**src/hw/acc_pkg.sv**
```systemverilog
/*
  Shared constants, types and helpers for the converter control block.
  Assumes an 8-bit register port and an 8-bit address space.
*/
package acc_pkg;

  // ----------------------------------------------------------------
  // Register offsets
  // ----------------------------------------------------------------
  localparam logic [7:0] ADDR_RESULT_LOW = 8'h78;     // Result, low byte
  localparam logic [7:0] ADDR_RESULT_HIGH = 8'h79;    // Result, high byte
  localparam logic [7:0] ADDR_CONTROL_STATUS = 8'h7A; // Control and status
  localparam logic [7:0] ADDR_TRIGGER_SELECT = 8'h7B; // Trigger source choice
  localparam logic [7:0] ADDR_CHANNEL_REF = 8'h7C;    // Channel, reference, alignment

  // ----------------------------------------------------------------
  // Reset values
  // ----------------------------------------------------------------
  localparam logic [7:0] CONTROL_STATUS_RESET = 8'h00;
  localparam logic [7:0] CHANNEL_REF_RESET = 8'h00;
  localparam logic [2:0] TRIGGER_SELECT_RESET = 3'h0;
  localparam logic [9:0] RESULT_RESET = 10'h000;

  // ----------------------------------------------------------------
  // Field positions
  // ----------------------------------------------------------------
  localparam int CSR_ENABLE_BIT = 7;   // converter_enable
  localparam int CSR_START_BIT = 6;    // start_conversion
  localparam int CSR_AUTO_BIT = 5;     // auto_trigger_enable
  localparam int CSR_FLAG_BIT = 4;     // conversion_done_flag
  localparam int CSR_IRQ_EN_BIT = 3;   // conversion_done_irq_enable
  localparam int CSR_PRESCALE_LSB = 0; // clock_prescale_select, 3 bits
  localparam int CHR_REF_LSB = 6;      // reference_select, 2 bits
  localparam int CHR_ALIGN_BIT = 5;    // left_align_result
  localparam int CHR_CHANNEL_LSB = 0;  // channel_gain_select, 5 bits

  // ----------------------------------------------------------------
  // Conversion lengths in converter clock ticks
  // ----------------------------------------------------------------
  localparam logic [4:0] FIRST_CONV_TICKS = 5'd25;
  localparam logic [4:0] NORMAL_CONV_TICKS = 5'd13;

  // ----------------------------------------------------------------
  // Codes
  // ----------------------------------------------------------------
  localparam logic [2:0] TRIG_FREE_RUN = 3'h0;
  localparam logic [4:0] CH_BANDGAP = 5'h1E;
  localparam logic [4:0] CH_GROUND = 5'h1F;

  typedef enum logic [1:0] {
    REF_EXTERNAL_PIN = 2'b00,
    REF_ANALOG_SUPPLY = 2'b01,
    REF_INTERNAL_1V1 = 2'b10,
    REF_INTERNAL_2V56 = 2'b11
  } acc_ref_e;

  typedef enum logic [1:0] {
    GAIN_1X = 2'b00,
    GAIN_10X = 2'b01,
    GAIN_200X = 2'b10,
    GAIN_NONE = 2'b11
  } acc_gain_e;

  typedef enum logic {
    ST_IDLE = 1'b0,
    ST_CONVERT = 1'b1
  } acc_state_e;

  // Control bundle toward the analog side
  typedef struct packed {
    logic powered;        // Converter powered
    logic converting;     // Conversion running
    logic conv_start;     // One-cycle start of sampling
    logic conv_clk_tick;  // Converter clock tick
    acc_ref_e ref_select; // Applied reference
    logic single_ended;   // Single-ended input in use
    logic bandgap;        // Bandgap voltage selected
    logic ground;         // Ground selected
    logic [2:0] pos_input; // Positive or single-ended input index
    logic [1:0] neg_input; // Negative input index
    acc_gain_e gain;      // Gain of differential stage
  } acc_analog_s;

  // Prescaler division factor
  function automatic logic [7:0] acc_div_factor(input logic [2:0] sel);
    acc_div_factor = (sel <= 3'h1) ? 8'h02 : (8'h01 << sel);
  endfunction

endpackage

```
**src/hw/acc_prescaler.sv**
```systemverilog
/*
  Divider that forms converter clock ticks from the system clock.
  Assumes a synchronous select and an enable that starts it from zero.
*/
`timescale 1ns/1ps
module acc_prescaler
  import acc_pkg::*;
#(
  parameter int CNT_W = 8
) (
  input wire logic core_clk,
  input wire logic reset,
  input wire logic clk_en,
  input wire logic run,
  input wire logic [2:0] sel,
  output logic tick
);

  // ----------------------------------------------------------------
  // Checks
  // ----------------------------------------------------------------
  if (CNT_W < 8) begin : g_bad_width
    $error("acc_prescaler needs CNT_W of at least 8");
  end

  logic [CNT_W-1:0] count;      // Cycles since last tick
  logic [CNT_W-1:0] next_count;
  logic [CNT_W-1:0] limit;      // Factor minus one

  // Terminal count from select; a change takes hold at once, even mid-count
  always_comb begin
    limit = CNT_W'(acc_div_factor(sel)) - CNT_W'(1);
    tick = run && (count >= limit);
    next_count = count;
    if (!run) begin
      // Stopped while off, so each enable starts a fresh phase
      next_count = '0;
    end else if (tick) begin
      next_count = '0;
    end else begin
      next_count = count + CNT_W'(1);
    end
  end

  // Register the count
  always_ff @(posedge core_clk or posedge reset) begin
    if (reset) begin
      count <= '0;
    end else if (clk_en) begin
      count <= next_count;
    end
  end

endmodule // acc_prescaler

```
**src/hw/acc_control.sv**
```systemverilog
/*
  Converter channel, reference and conversion control with its registers.
  Assumes a same-clock register port, trigger lines and status word bit
  from same-clock logic, and a converter core that offers a result.
*/
// Notes on behaviour
// - Two-bit field picks the reference source
// - Reference change waits for conversion end
// - Alignment bit reshapes result reads at once
// - Codes pick single inputs, bandgap, ground
// - Codes pick differential pairs and gains
// - Channel change waits for conversion end
// - Enable powers; clearing aborts the conversion
// - Single mode start per conversion; free once
// - First conversion 25 ticks, later 13
// - Start reads busy; writing zero ignored
// - Auto trigger starts on selected rising edge
// - Done flag sets at each conversion end, even when the result load is skipped
// - Flag clears on vector entry or one
// - Interrupt needs flag, local and global enable
// - Prescaler divides by 2 up to 128
// - Low byte read freezes result until high
// - Switching to free running makes no trigger
// - Cleared-to-set source switch counts as edge
`timescale 1ns/1ps
module acc_control
  import acc_pkg::*;
(
  input wire logic core_clk,
  input wire logic reset,
  input wire logic clk_en,
  input wire logic [7:0] reg_addr,
  input wire logic [7:0] reg_wdata,
  input wire logic reg_write,
  input wire logic reg_read,
  output logic [7:0] reg_rdata,
  input wire logic [7:1] trigger_in,
  input wire logic global_irq_enable,
  input wire logic irq_vector_ack,
  input wire logic [9:0] conv_result,
  output acc_analog_s analog_ctrl,
  output logic conversion_done_irq
);

  // ----------------------------------------------------------------
  // State
  // ----------------------------------------------------------------
  logic converter_enable, next_converter_enable;     // Power bit
  logic auto_trigger_enable, next_auto_trigger_enable;
  logic conversion_done_flag, next_conversion_done_flag;
  logic conversion_done_irq_enable, next_conversion_done_irq_enable;
  logic [2:0] clock_prescale_select, next_clock_prescale_select;
  logic [1:0] reference_select, next_reference_select;
  logic left_align_result, next_left_align_result;
  logic [4:0] channel_gain_select, next_channel_gain_select;
  logic [2:0] trigger_source_select, next_trigger_source_select;
  logic [1:0] applied_ref, next_applied_ref;         // Held during conversion
  logic [4:0] applied_channel, next_applied_channel; // Held during conversion
  acc_state_e state, next_state;
  logic [4:0] tick_count, next_tick_count;           // Ticks in this conversion
  logic first_pending, next_first_pending;           // Next run initialises
  logic [9:0] result, next_result;
  logic result_locked, next_result_locked;
  logic trig_prev, next_trig_prev;                   // Last selected level
  logic [7:0] next_reg_rdata;
  acc_analog_s next_analog_ctrl;

  // ----------------------------------------------------------------
  // Decoded strobes and events
  // ----------------------------------------------------------------
  logic tick;          // Converter clock tick
  logic busy;          // Conversion running
  logic wr_csr;        // Write to control and status
  logic wr_chr;        // Write to channel register
  logic wr_trg;        // Write to trigger select
  logic rd_low;        // Read of result low byte
  logic rd_high;       // Read of result high byte
  logic trig_level;    // Selected trigger line
  logic trig_edge;     // Rising edge on it
  logic conv_last;     // Final tick of conversion
  logic sw_start;      // Software start
  logic auto_start;    // Trigger start
  logic free_restart;  // Back to back restart
  logic start_now;     // Conversion begins
  logic flag_clear;    // Clear request for flag
  logic [4:0] conv_len; // Ticks of current conversion

  // ----------------------------------------------------------------
  // Channel decode
  // ----------------------------------------------------------------
  // Maps the channel code onto inputs and gain for the analog side
  function automatic acc_analog_s decode_channel(input acc_analog_s base,
                                                 input logic [4:0] ch);
    acc_analog_s d;
    d = base;
    d.single_ended = 1'b0;
    d.bandgap = 1'b0;
    d.ground = 1'b0;
    d.pos_input = ch[2:0];
    d.neg_input = 2'd0;
    d.gain = GAIN_NONE;
    if (ch[4:3] == 2'b00) begin
      d.single_ended = 1'b1;
    end else if (ch == CH_BANDGAP) begin
      d.bandgap = 1'b1;
    end else if (ch == CH_GROUND) begin
      d.ground = 1'b1;
    end else if (ch[4:3] == 2'b01) begin
      // Gain pairs: negative input 0 or 2, gain from bit 1
      d.pos_input = {1'b0, ch[2], ch[0]};
      d.neg_input = ch[2] ? 2'd2 : 2'd0;
      d.gain = ch[1] ? GAIN_200X : GAIN_10X;
    end else begin
      // Unity pairs: negative input 1 then 2
      d.neg_input = ch[3] ? 2'd2 : 2'd1;
      d.gain = GAIN_1X;
    end
    return d;
  endfunction

  // ----------------------------------------------------------------
  // Converter clock
  // ----------------------------------------------------------------
  acc_prescaler #(
    .CNT_W(8)
  ) u_prescaler (
    .core_clk(core_clk),
    .reset(reset),
    .clk_en(clk_en),
    .run(converter_enable),
    .sel(clock_prescale_select),
    .tick(tick)
  );

  // Interrupt request; combinational so it drops with the flag
  assign conversion_done_irq = conversion_done_flag && conversion_done_irq_enable
                               && global_irq_enable;

  // ----------------------------------------------------------------
  // Next-state logic
  // ----------------------------------------------------------------
  always_comb begin
    busy = (state == ST_CONVERT);
    wr_csr = reg_write && (reg_addr == ADDR_CONTROL_STATUS);
    wr_chr = reg_write && (reg_addr == ADDR_CHANNEL_REF);
    wr_trg = reg_write && (reg_addr == ADDR_TRIGGER_SELECT);
    rd_low = reg_read && (reg_addr == ADDR_RESULT_LOW);
    rd_high = reg_read && (reg_addr == ADDR_RESULT_HIGH);

    // Plain register fields
    next_converter_enable = wr_csr ? reg_wdata[CSR_ENABLE_BIT] : converter_enable;
    next_auto_trigger_enable = wr_csr ? reg_wdata[CSR_AUTO_BIT] : auto_trigger_enable;
    next_conversion_done_irq_enable = wr_csr ? reg_wdata[CSR_IRQ_EN_BIT]
                                             : conversion_done_irq_enable;
    next_clock_prescale_select = wr_csr ? reg_wdata[CSR_PRESCALE_LSB +: 3]
                                        : clock_prescale_select;
    next_reference_select = wr_chr ? reg_wdata[CHR_REF_LSB +: 2] : reference_select;
    next_left_align_result = wr_chr ? reg_wdata[CHR_ALIGN_BIT] : left_align_result;
    next_channel_gain_select = wr_chr ? reg_wdata[CHR_CHANNEL_LSB +: 5]
                                      : channel_gain_select;
    next_trigger_source_select = wr_trg ? reg_wdata[2:0] : trigger_source_select;

    // Trigger edge; free running code reads as low, so switching to it
    // never fires, while a switch onto a high line does
    trig_level = (trigger_source_select == TRIG_FREE_RUN) ? 1'b0
                 : trigger_in[trigger_source_select];
    trig_edge = trig_level && !trig_prev;
    next_trig_prev = trig_level;

    // Conversion timing
    conv_len = first_pending ? FIRST_CONV_TICKS : NORMAL_CONV_TICKS;
    conv_last = busy && tick && next_converter_enable && tick_count == conv_len - 5'd1;

    // Start sources; all need the converter to stay on
    sw_start = wr_csr && reg_wdata[CSR_START_BIT] && next_converter_enable;
    auto_start = auto_trigger_enable && converter_enable && next_converter_enable
                 && trig_edge;
    free_restart = conv_last && auto_trigger_enable && next_converter_enable
                   && (trigger_source_select == TRIG_FREE_RUN);
    start_now = (!busy && (sw_start || auto_start)) || free_restart;

    // Sequencer; disabling wins over everything
    next_state = state;
    next_tick_count = tick_count;
    if (!next_converter_enable) begin
      next_state = ST_IDLE;
      next_tick_count = 5'd0;
    end else if (start_now) begin
      next_state = ST_CONVERT;
      next_tick_count = 5'd0;
    end else if (conv_last) begin
      next_state = ST_IDLE;
      next_tick_count = 5'd0;
    end else if (busy && tick) begin
      next_tick_count = tick_count + 5'd1;
    end

    // Initialisation pending after each power up, spent at completion
    next_first_pending = first_pending;
    if (next_converter_enable && !converter_enable) begin
      next_first_pending = 1'b1;
    end else if (conv_last) begin
      next_first_pending = 1'b0;
    end

    // Selections apply only between conversions
    next_applied_ref = applied_ref;
    next_applied_channel = applied_channel;
    if (!busy || conv_last) begin
      next_applied_ref = next_reference_select;
      next_applied_channel = next_channel_gain_select;
    end

    // Done flag; a completion in the clearing cycle keeps it set
    flag_clear = (wr_csr && reg_wdata[CSR_FLAG_BIT]) || irq_vector_ack;
    next_conversion_done_flag = (conversion_done_flag && !flag_clear)
                                || conv_last;

    // Result load, skipped while a low byte read is outstanding
    next_result = result;
    if (conv_last && !result_locked) begin
      next_result = conv_result;
    end
    next_result_locked = result_locked;
    if (rd_high) begin
      next_result_locked = 1'b0;
    end else if (rd_low) begin
      next_result_locked = 1'b1;
    end

    // Read data, valid only in the cycle after the strobe
    next_reg_rdata = 8'h00;
    if (reg_read) begin
      case (reg_addr)
        ADDR_CONTROL_STATUS: begin
          next_reg_rdata = {converter_enable, busy, auto_trigger_enable,
                            conversion_done_flag, conversion_done_irq_enable,
                            clock_prescale_select};
        end
        ADDR_CHANNEL_REF: begin
          next_reg_rdata = {reference_select, left_align_result, channel_gain_select};
        end
        ADDR_TRIGGER_SELECT: begin
          next_reg_rdata = {5'h00, trigger_source_select};
        end
        ADDR_RESULT_LOW: begin
          // Alignment is applied at read time, so it acts at once
          next_reg_rdata = left_align_result ? {result[1:0], 6'h00}
                                             : result[7:0];
        end
        ADDR_RESULT_HIGH: begin
          next_reg_rdata = left_align_result ? result[9:2]
                                             : {6'h00, result[9:8]};
        end
        default: begin
          next_reg_rdata = 8'h00;
        end
      endcase
    end

    // Analog control bundle
    next_analog_ctrl.powered = next_converter_enable;
    next_analog_ctrl.converting = (next_state == ST_CONVERT);
    next_analog_ctrl.conv_start = start_now;
    next_analog_ctrl.conv_clk_tick = tick;
    next_analog_ctrl.ref_select = acc_ref_e'(next_applied_ref);
    next_analog_ctrl.single_ended = 1'b0;
    next_analog_ctrl.bandgap = 1'b0;
    next_analog_ctrl.ground = 1'b0;
    next_analog_ctrl.pos_input = 3'h0;
    next_analog_ctrl.neg_input = 2'h0;
    next_analog_ctrl.gain = GAIN_NONE;
    next_analog_ctrl = decode_channel(next_analog_ctrl, next_applied_channel);
  end

  // ----------------------------------------------------------------
  // Registers
  // ----------------------------------------------------------------
  always_ff @(posedge core_clk or posedge reset) begin
    if (reset) begin
      converter_enable <= CONTROL_STATUS_RESET[CSR_ENABLE_BIT];
      auto_trigger_enable <= CONTROL_STATUS_RESET[CSR_AUTO_BIT];
      conversion_done_flag <= CONTROL_STATUS_RESET[CSR_FLAG_BIT];
      conversion_done_irq_enable <= CONTROL_STATUS_RESET[CSR_IRQ_EN_BIT];
      clock_prescale_select <= CONTROL_STATUS_RESET[CSR_PRESCALE_LSB +: 3];
      reference_select <= CHANNEL_REF_RESET[CHR_REF_LSB +: 2];
      left_align_result <= CHANNEL_REF_RESET[CHR_ALIGN_BIT];
      channel_gain_select <= CHANNEL_REF_RESET[CHR_CHANNEL_LSB +: 5];
      trigger_source_select <= TRIGGER_SELECT_RESET;
      applied_ref <= CHANNEL_REF_RESET[CHR_REF_LSB +: 2];
      applied_channel <= CHANNEL_REF_RESET[CHR_CHANNEL_LSB +: 5];
      state <= ST_IDLE;
      tick_count <= 5'd0;
      first_pending <= 1'b0;
      result <= RESULT_RESET;
      result_locked <= 1'b0;
      trig_prev <= 1'b0;
      reg_rdata <= 8'h00;
      analog_ctrl <= '0;
    end else if (clk_en) begin
      converter_enable <= next_converter_enable;
      auto_trigger_enable <= next_auto_trigger_enable;
      conversion_done_flag <= next_conversion_done_flag;
      conversion_done_irq_enable <= next_conversion_done_irq_enable;
      clock_prescale_select <= next_clock_prescale_select;
      reference_select <= next_reference_select;
      left_align_result <= next_left_align_result;
      channel_gain_select <= next_channel_gain_select;
      trigger_source_select <= next_trigger_source_select;
      applied_ref <= next_applied_ref;
      applied_channel <= next_applied_channel;
      state <= next_state;
      tick_count <= next_tick_count;
      first_pending <= next_first_pending;
      result <= next_result;
      result_locked <= next_result_locked;
      trig_prev <= next_trig_prev;
      reg_rdata <= next_reg_rdata;
      analog_ctrl <= next_analog_ctrl;
    end
  end

  // ----------------------------------------------------------------
  // Checks
  // ----------------------------------------------------------------
  // Independent tick count for the length check
  logic [5:0] chk_ticks;
  always_ff @(posedge core_clk or posedge reset) begin
    if (reset) begin
      chk_ticks <= 6'd0;
    end else if (clk_en) begin
      if (start_now || !busy) begin
        chk_ticks <= 6'd0;
      end else if (tick) begin
        chk_ticks <= chk_ticks + 6'd1;
      end
    end
  end
endmodule // acc_control

```
**config.mk**
```make
export PLATFORM = sky130hd
export DESIGN_NAME = acc_control
export DESIGN_NICKNAME = d
export VERILOG_FILES = /design/src/hw/acc_pkg.sv /design/src/hw/acc_prescaler.sv /design/src/hw/acc_control.sv
export SDC_FILE = /design/constraint.sdc
export NUM_CORES = 1
export LEC_CHECK = 0
export BUFFER_PORTS_ARGS = -buffer_cell sky130_fd_sc_hd__buf_2
export CAP_MARGIN = 30
export CORE_UTILIZATION = 62
export DETAILED_ROUTE_END_ITERATION = 10
export PLACE_DENSITY = 0.86
export SYNTH_ARGS = -nofsm -noshare
export SYNTH_HDL_FRONTEND = slang
export SYNTH_SLANG_ARGS = --single-unit
```
**constraint.sdc**
```tcl
create_clock -name core_clk -period 7.7 [get_ports core_clk]
set_input_delay 1.54 -clock core_clk [delete_from_list [all_inputs] [get_ports core_clk]]
set_output_delay 1.54 -clock core_clk [all_outputs]
set_load 0.02 [all_outputs]
```
==> results by group <==
Synth
  • Synthesized cell area: 4217 sq um
  • Top post-synthesis cells by area: dfrtp_1, mux2_2, nand2_1, ha_1, mux2_4
  • Post-synthesis cell count: 426
  • Asr flop ratio synth: 100.0%
  • Syn Area/Cell: 9.898 sq um
  • #FFs+latches synth: 71
  • Main synth FF type: dfrtp_1
  • Netlist cell types: 62
  • Post-synth top area cell: dfrtp_1
  • Sequential area share after synthesis: 42.14%
  • Synthesis Warnings: 0
  • Post-synth EDFFs: 0
  • Post-synth top area share: 42.14%

GRT
  • Total grt overflow: 0
  • All-Layer GR Usage: 30.70%
  • Initial antenna violation count: 0
  • Largest net degree at the start of global routing: 72
  • Vias in the first global route: 3504
  • Global-route wire length before repair: 17.08 mm

Drt
  • Vias post-DR: 3661
  • Vias per Instance: 6.468
  • Post-Route WL: 10.27 mm
  • Antenna-violating nets left: 0
  • Residual DRC: 4
  • Initial DRC count: 376
  • Routed WL per cell: 18.15 microns
  • First-pass DRT Iterations: 8

Cells and area
  • ANT cells: 0
  • Nets: 536
  • Area grow syn2layout: 13.53%
  • Fillers: 457
  • Multi-input gate area: 2266 sq um
  • Commonest non-fill, non-tap cells in the layout: dfrtp_1, buf_2, nand2_1
  • Commonest non-fill, non-tap cell in the layout: dfrtp_1
  • Share of layout cells above drive strength 1: 27.81%
  • Reg area: 1777 sq um
  • Non-Filler Instances: 566

Pwr
  • IR Drop Worst-Case VDD: 0.0001376 V
  • Power, Total: 922.7 uW
  • Power Density: 192.7 nW/um^2
  • Lkg Pwr: 0.002239 uW

Clock tree
  • Longest Clk Path Bufs: 2
  • CTS HTree Levels: 3
  • CTS Hold Buffers Added: 0
  • Post-CTS setup repair buffer count: 0
  • Worst-Skew Late Latency: 0.35 ns
  • Post_cts resized: 0
  • Clock transition at the registers of the reported paths: 0.08 ns
  • Root Buffer: clkbuf_8
  • Clock sinks: 71
  • TritonCTS clock tree: yes
  • Num CTS Buffers: 9

Die
  • Row count: 29
  • Vert. Die Dim: 84.47 microns
  • Die width: 84.47 microns
  • # IOs: 65
  • Die ar.: 7134 sq um
  • Initial Utilization: 65.28%
  • Core area: 6459 sq um

Timing
  • Sum Neg Setup Slack: 0 ns
  • Min Hold Slack: 0.4918 ns
  • Final setup violating endpoints: 0
  • PnR worst setup slack: 3.854 ns
  • Min Tclk post-route: 3.846 ns
  • Final Hold Fails: 0
  • Worst slew pin tran: 0.9555 ns
  • Max-slew violations: 0
  • Peak Freq: 260.0 MHz
  • RSZ-0062 raised after global routing: no
  • Fin crit share: 49.94%
  • Rel. slew slack: 35.82%
  • Clk_skew: 0.006309 ns

Placement
  • Dpl cells: 549
  • Final RePlAce weighted congestion: 0.8699
  • Detail Placement HPWL: 7.089 mm
  • Input/output buffers: 64
  • Place WS: 3.522 ns

Setup path
  • Critical Path Start Type: input pin
  • CP Data Arrival Time: 4.09 ns
  • CP required: 7.94 ns
  • R2R setup slack: 3.96 ns
  • Reg2reg end: tick_count[2]
  • Reg2reg start: clock_prescale_select[2]
  • Critical path class: input pin to register
  • Crit end category: register
  • Reg2Reg Depth: 12
  • Critical Path Fanout Max: 11

Worst hold path
  • Hold_sp: reg_rdata[3]
  • Worst Hold Depth: 1
  • Hold endpoint: reg_rdata[3]
  • Worst Hold Class: register to register

Flow run
  • Max cap viols: 0

Outcome
  • Status: complete, but fails checks
  • Failing checks: DRC
[cell type report]
type | count | share of cell area (%)
multi-input cells | 317 | 47.33
inverters | 19 | 1.490
well taps | 77 | 2.013
repair buffers | 66 | 6.952
clock inverters | 7 | 2.509
flip-flops and latches | 71 | 37.11
clock buffers | 9 | 2.588
[cell families after synthesis]
logic type      synth area share (%)
compound gates                 17.72
mux                            14.09
fa+ha+maj                      3.561
simple gates                   17.69
buf+inv                        4.302
other cells                  0.08894
flops                          42.14
xor+xnor                      0.4155
[per-stage QoR]
step	instance area, sq um	utilization (%)
after detailed placement	4538	70.26
after CTS	4782	74.04
after global placement	4538	70.26
after floorplan	4224	-
final	4787	74.12
after global routing	4787	74.12
[power breakdown]
group | switching [uW] | leakage, uW | internal (uW) | total, uW
Clock | 151 | 0.000120 | 216 | 368
Combinational | 88.6 | 0.00116 | 53.5 | 142
Sequential | 22.2 | 0.000955 | 391 | 413
[synth_stat cells, drive strengths merged, types with 2 or more instances]
library cell	count
a31oi	3
or3	3
a22oi	8
a21oi	30
buf	9
clkbuf	12
o21ai	27
mux2i	15
ha	12
o21a	2
a311oi	2
a222oi	2
and2b	2
mux2	35
dfrtp	71
or4	5
a221oi	2
nor4	6
nand4	8
o31ai	5
and3	6
nand2b	6
nand2	49
o32ai	2
inv	18
o2bb2ai	8
a22o	5
nor2b	4
nor3	5
o221ai	2
nand3	14
a21o	4
nor2	23
nand3b	2
or4b	3
[worst max-delay path by stage]
stage,slack (ns),startpoint,cells after the start,end
floorplan,4.04,reg_addr[7],7,result[0]
global placement,3.60,reg_addr[7],7,applied_ref[0]
detailed placement,3.52,reg_addr[7],7,applied_ref[0]
CTS,3.92,reg_addr[7],7,applied_ref[0]
global route,3.71,clock_prescale_select[2],12,tick_count[2]
finish,3.85,reg_addr[7],7,applied_ref[0]
[worst max-delay path, stage by stage]
cell and delay, ns:
buf_2 0.09, nand2b_1 0.30, or4_4 0.63, o211a_1 0.26, a21oi_1 0.64, nor2_1 0.28
mux2_2 0.34
[flip-flops by register name, summed over array words and instances (netlist names)]
| register | count |
|---|---|
| analog_ctrl | 12 |
| trigger_source_select | 3 |
| conversion_done_irq_enable | 1 |
| applied_channel | 4 |
| trig_prev | 1 |
| u_prescaler.count | 8 |
| conversion_done_flag | 1 |
| first_pending | 1 |
| channel_gain_select | 5 |
| converter_enable | 1 |
| clock_prescale_select | 3 |
| reg_rdata | 8 |
| result_locked | 1 |
| applied_ref | 2 |
| result | 10 |
| auto_trigger_enable | 1 |
| tick_count | 5 |
| left_align_result | 1 |
| busy | 1 |
| reference_select | 2 |
[routing by layer]
layer / up-vias / GRT usage (%) / share of wire [%]
li1: 1690 / - / -
met1: 1761 / 41.65 / 42
met2: 182 / 48.81 / 48
met3: 28 / 5.900 / 7.6
met4: 0 / 12.94 / 2.6
met5: - / 0 / 0
Note: power is estimated with default switching activity, not from simulation.
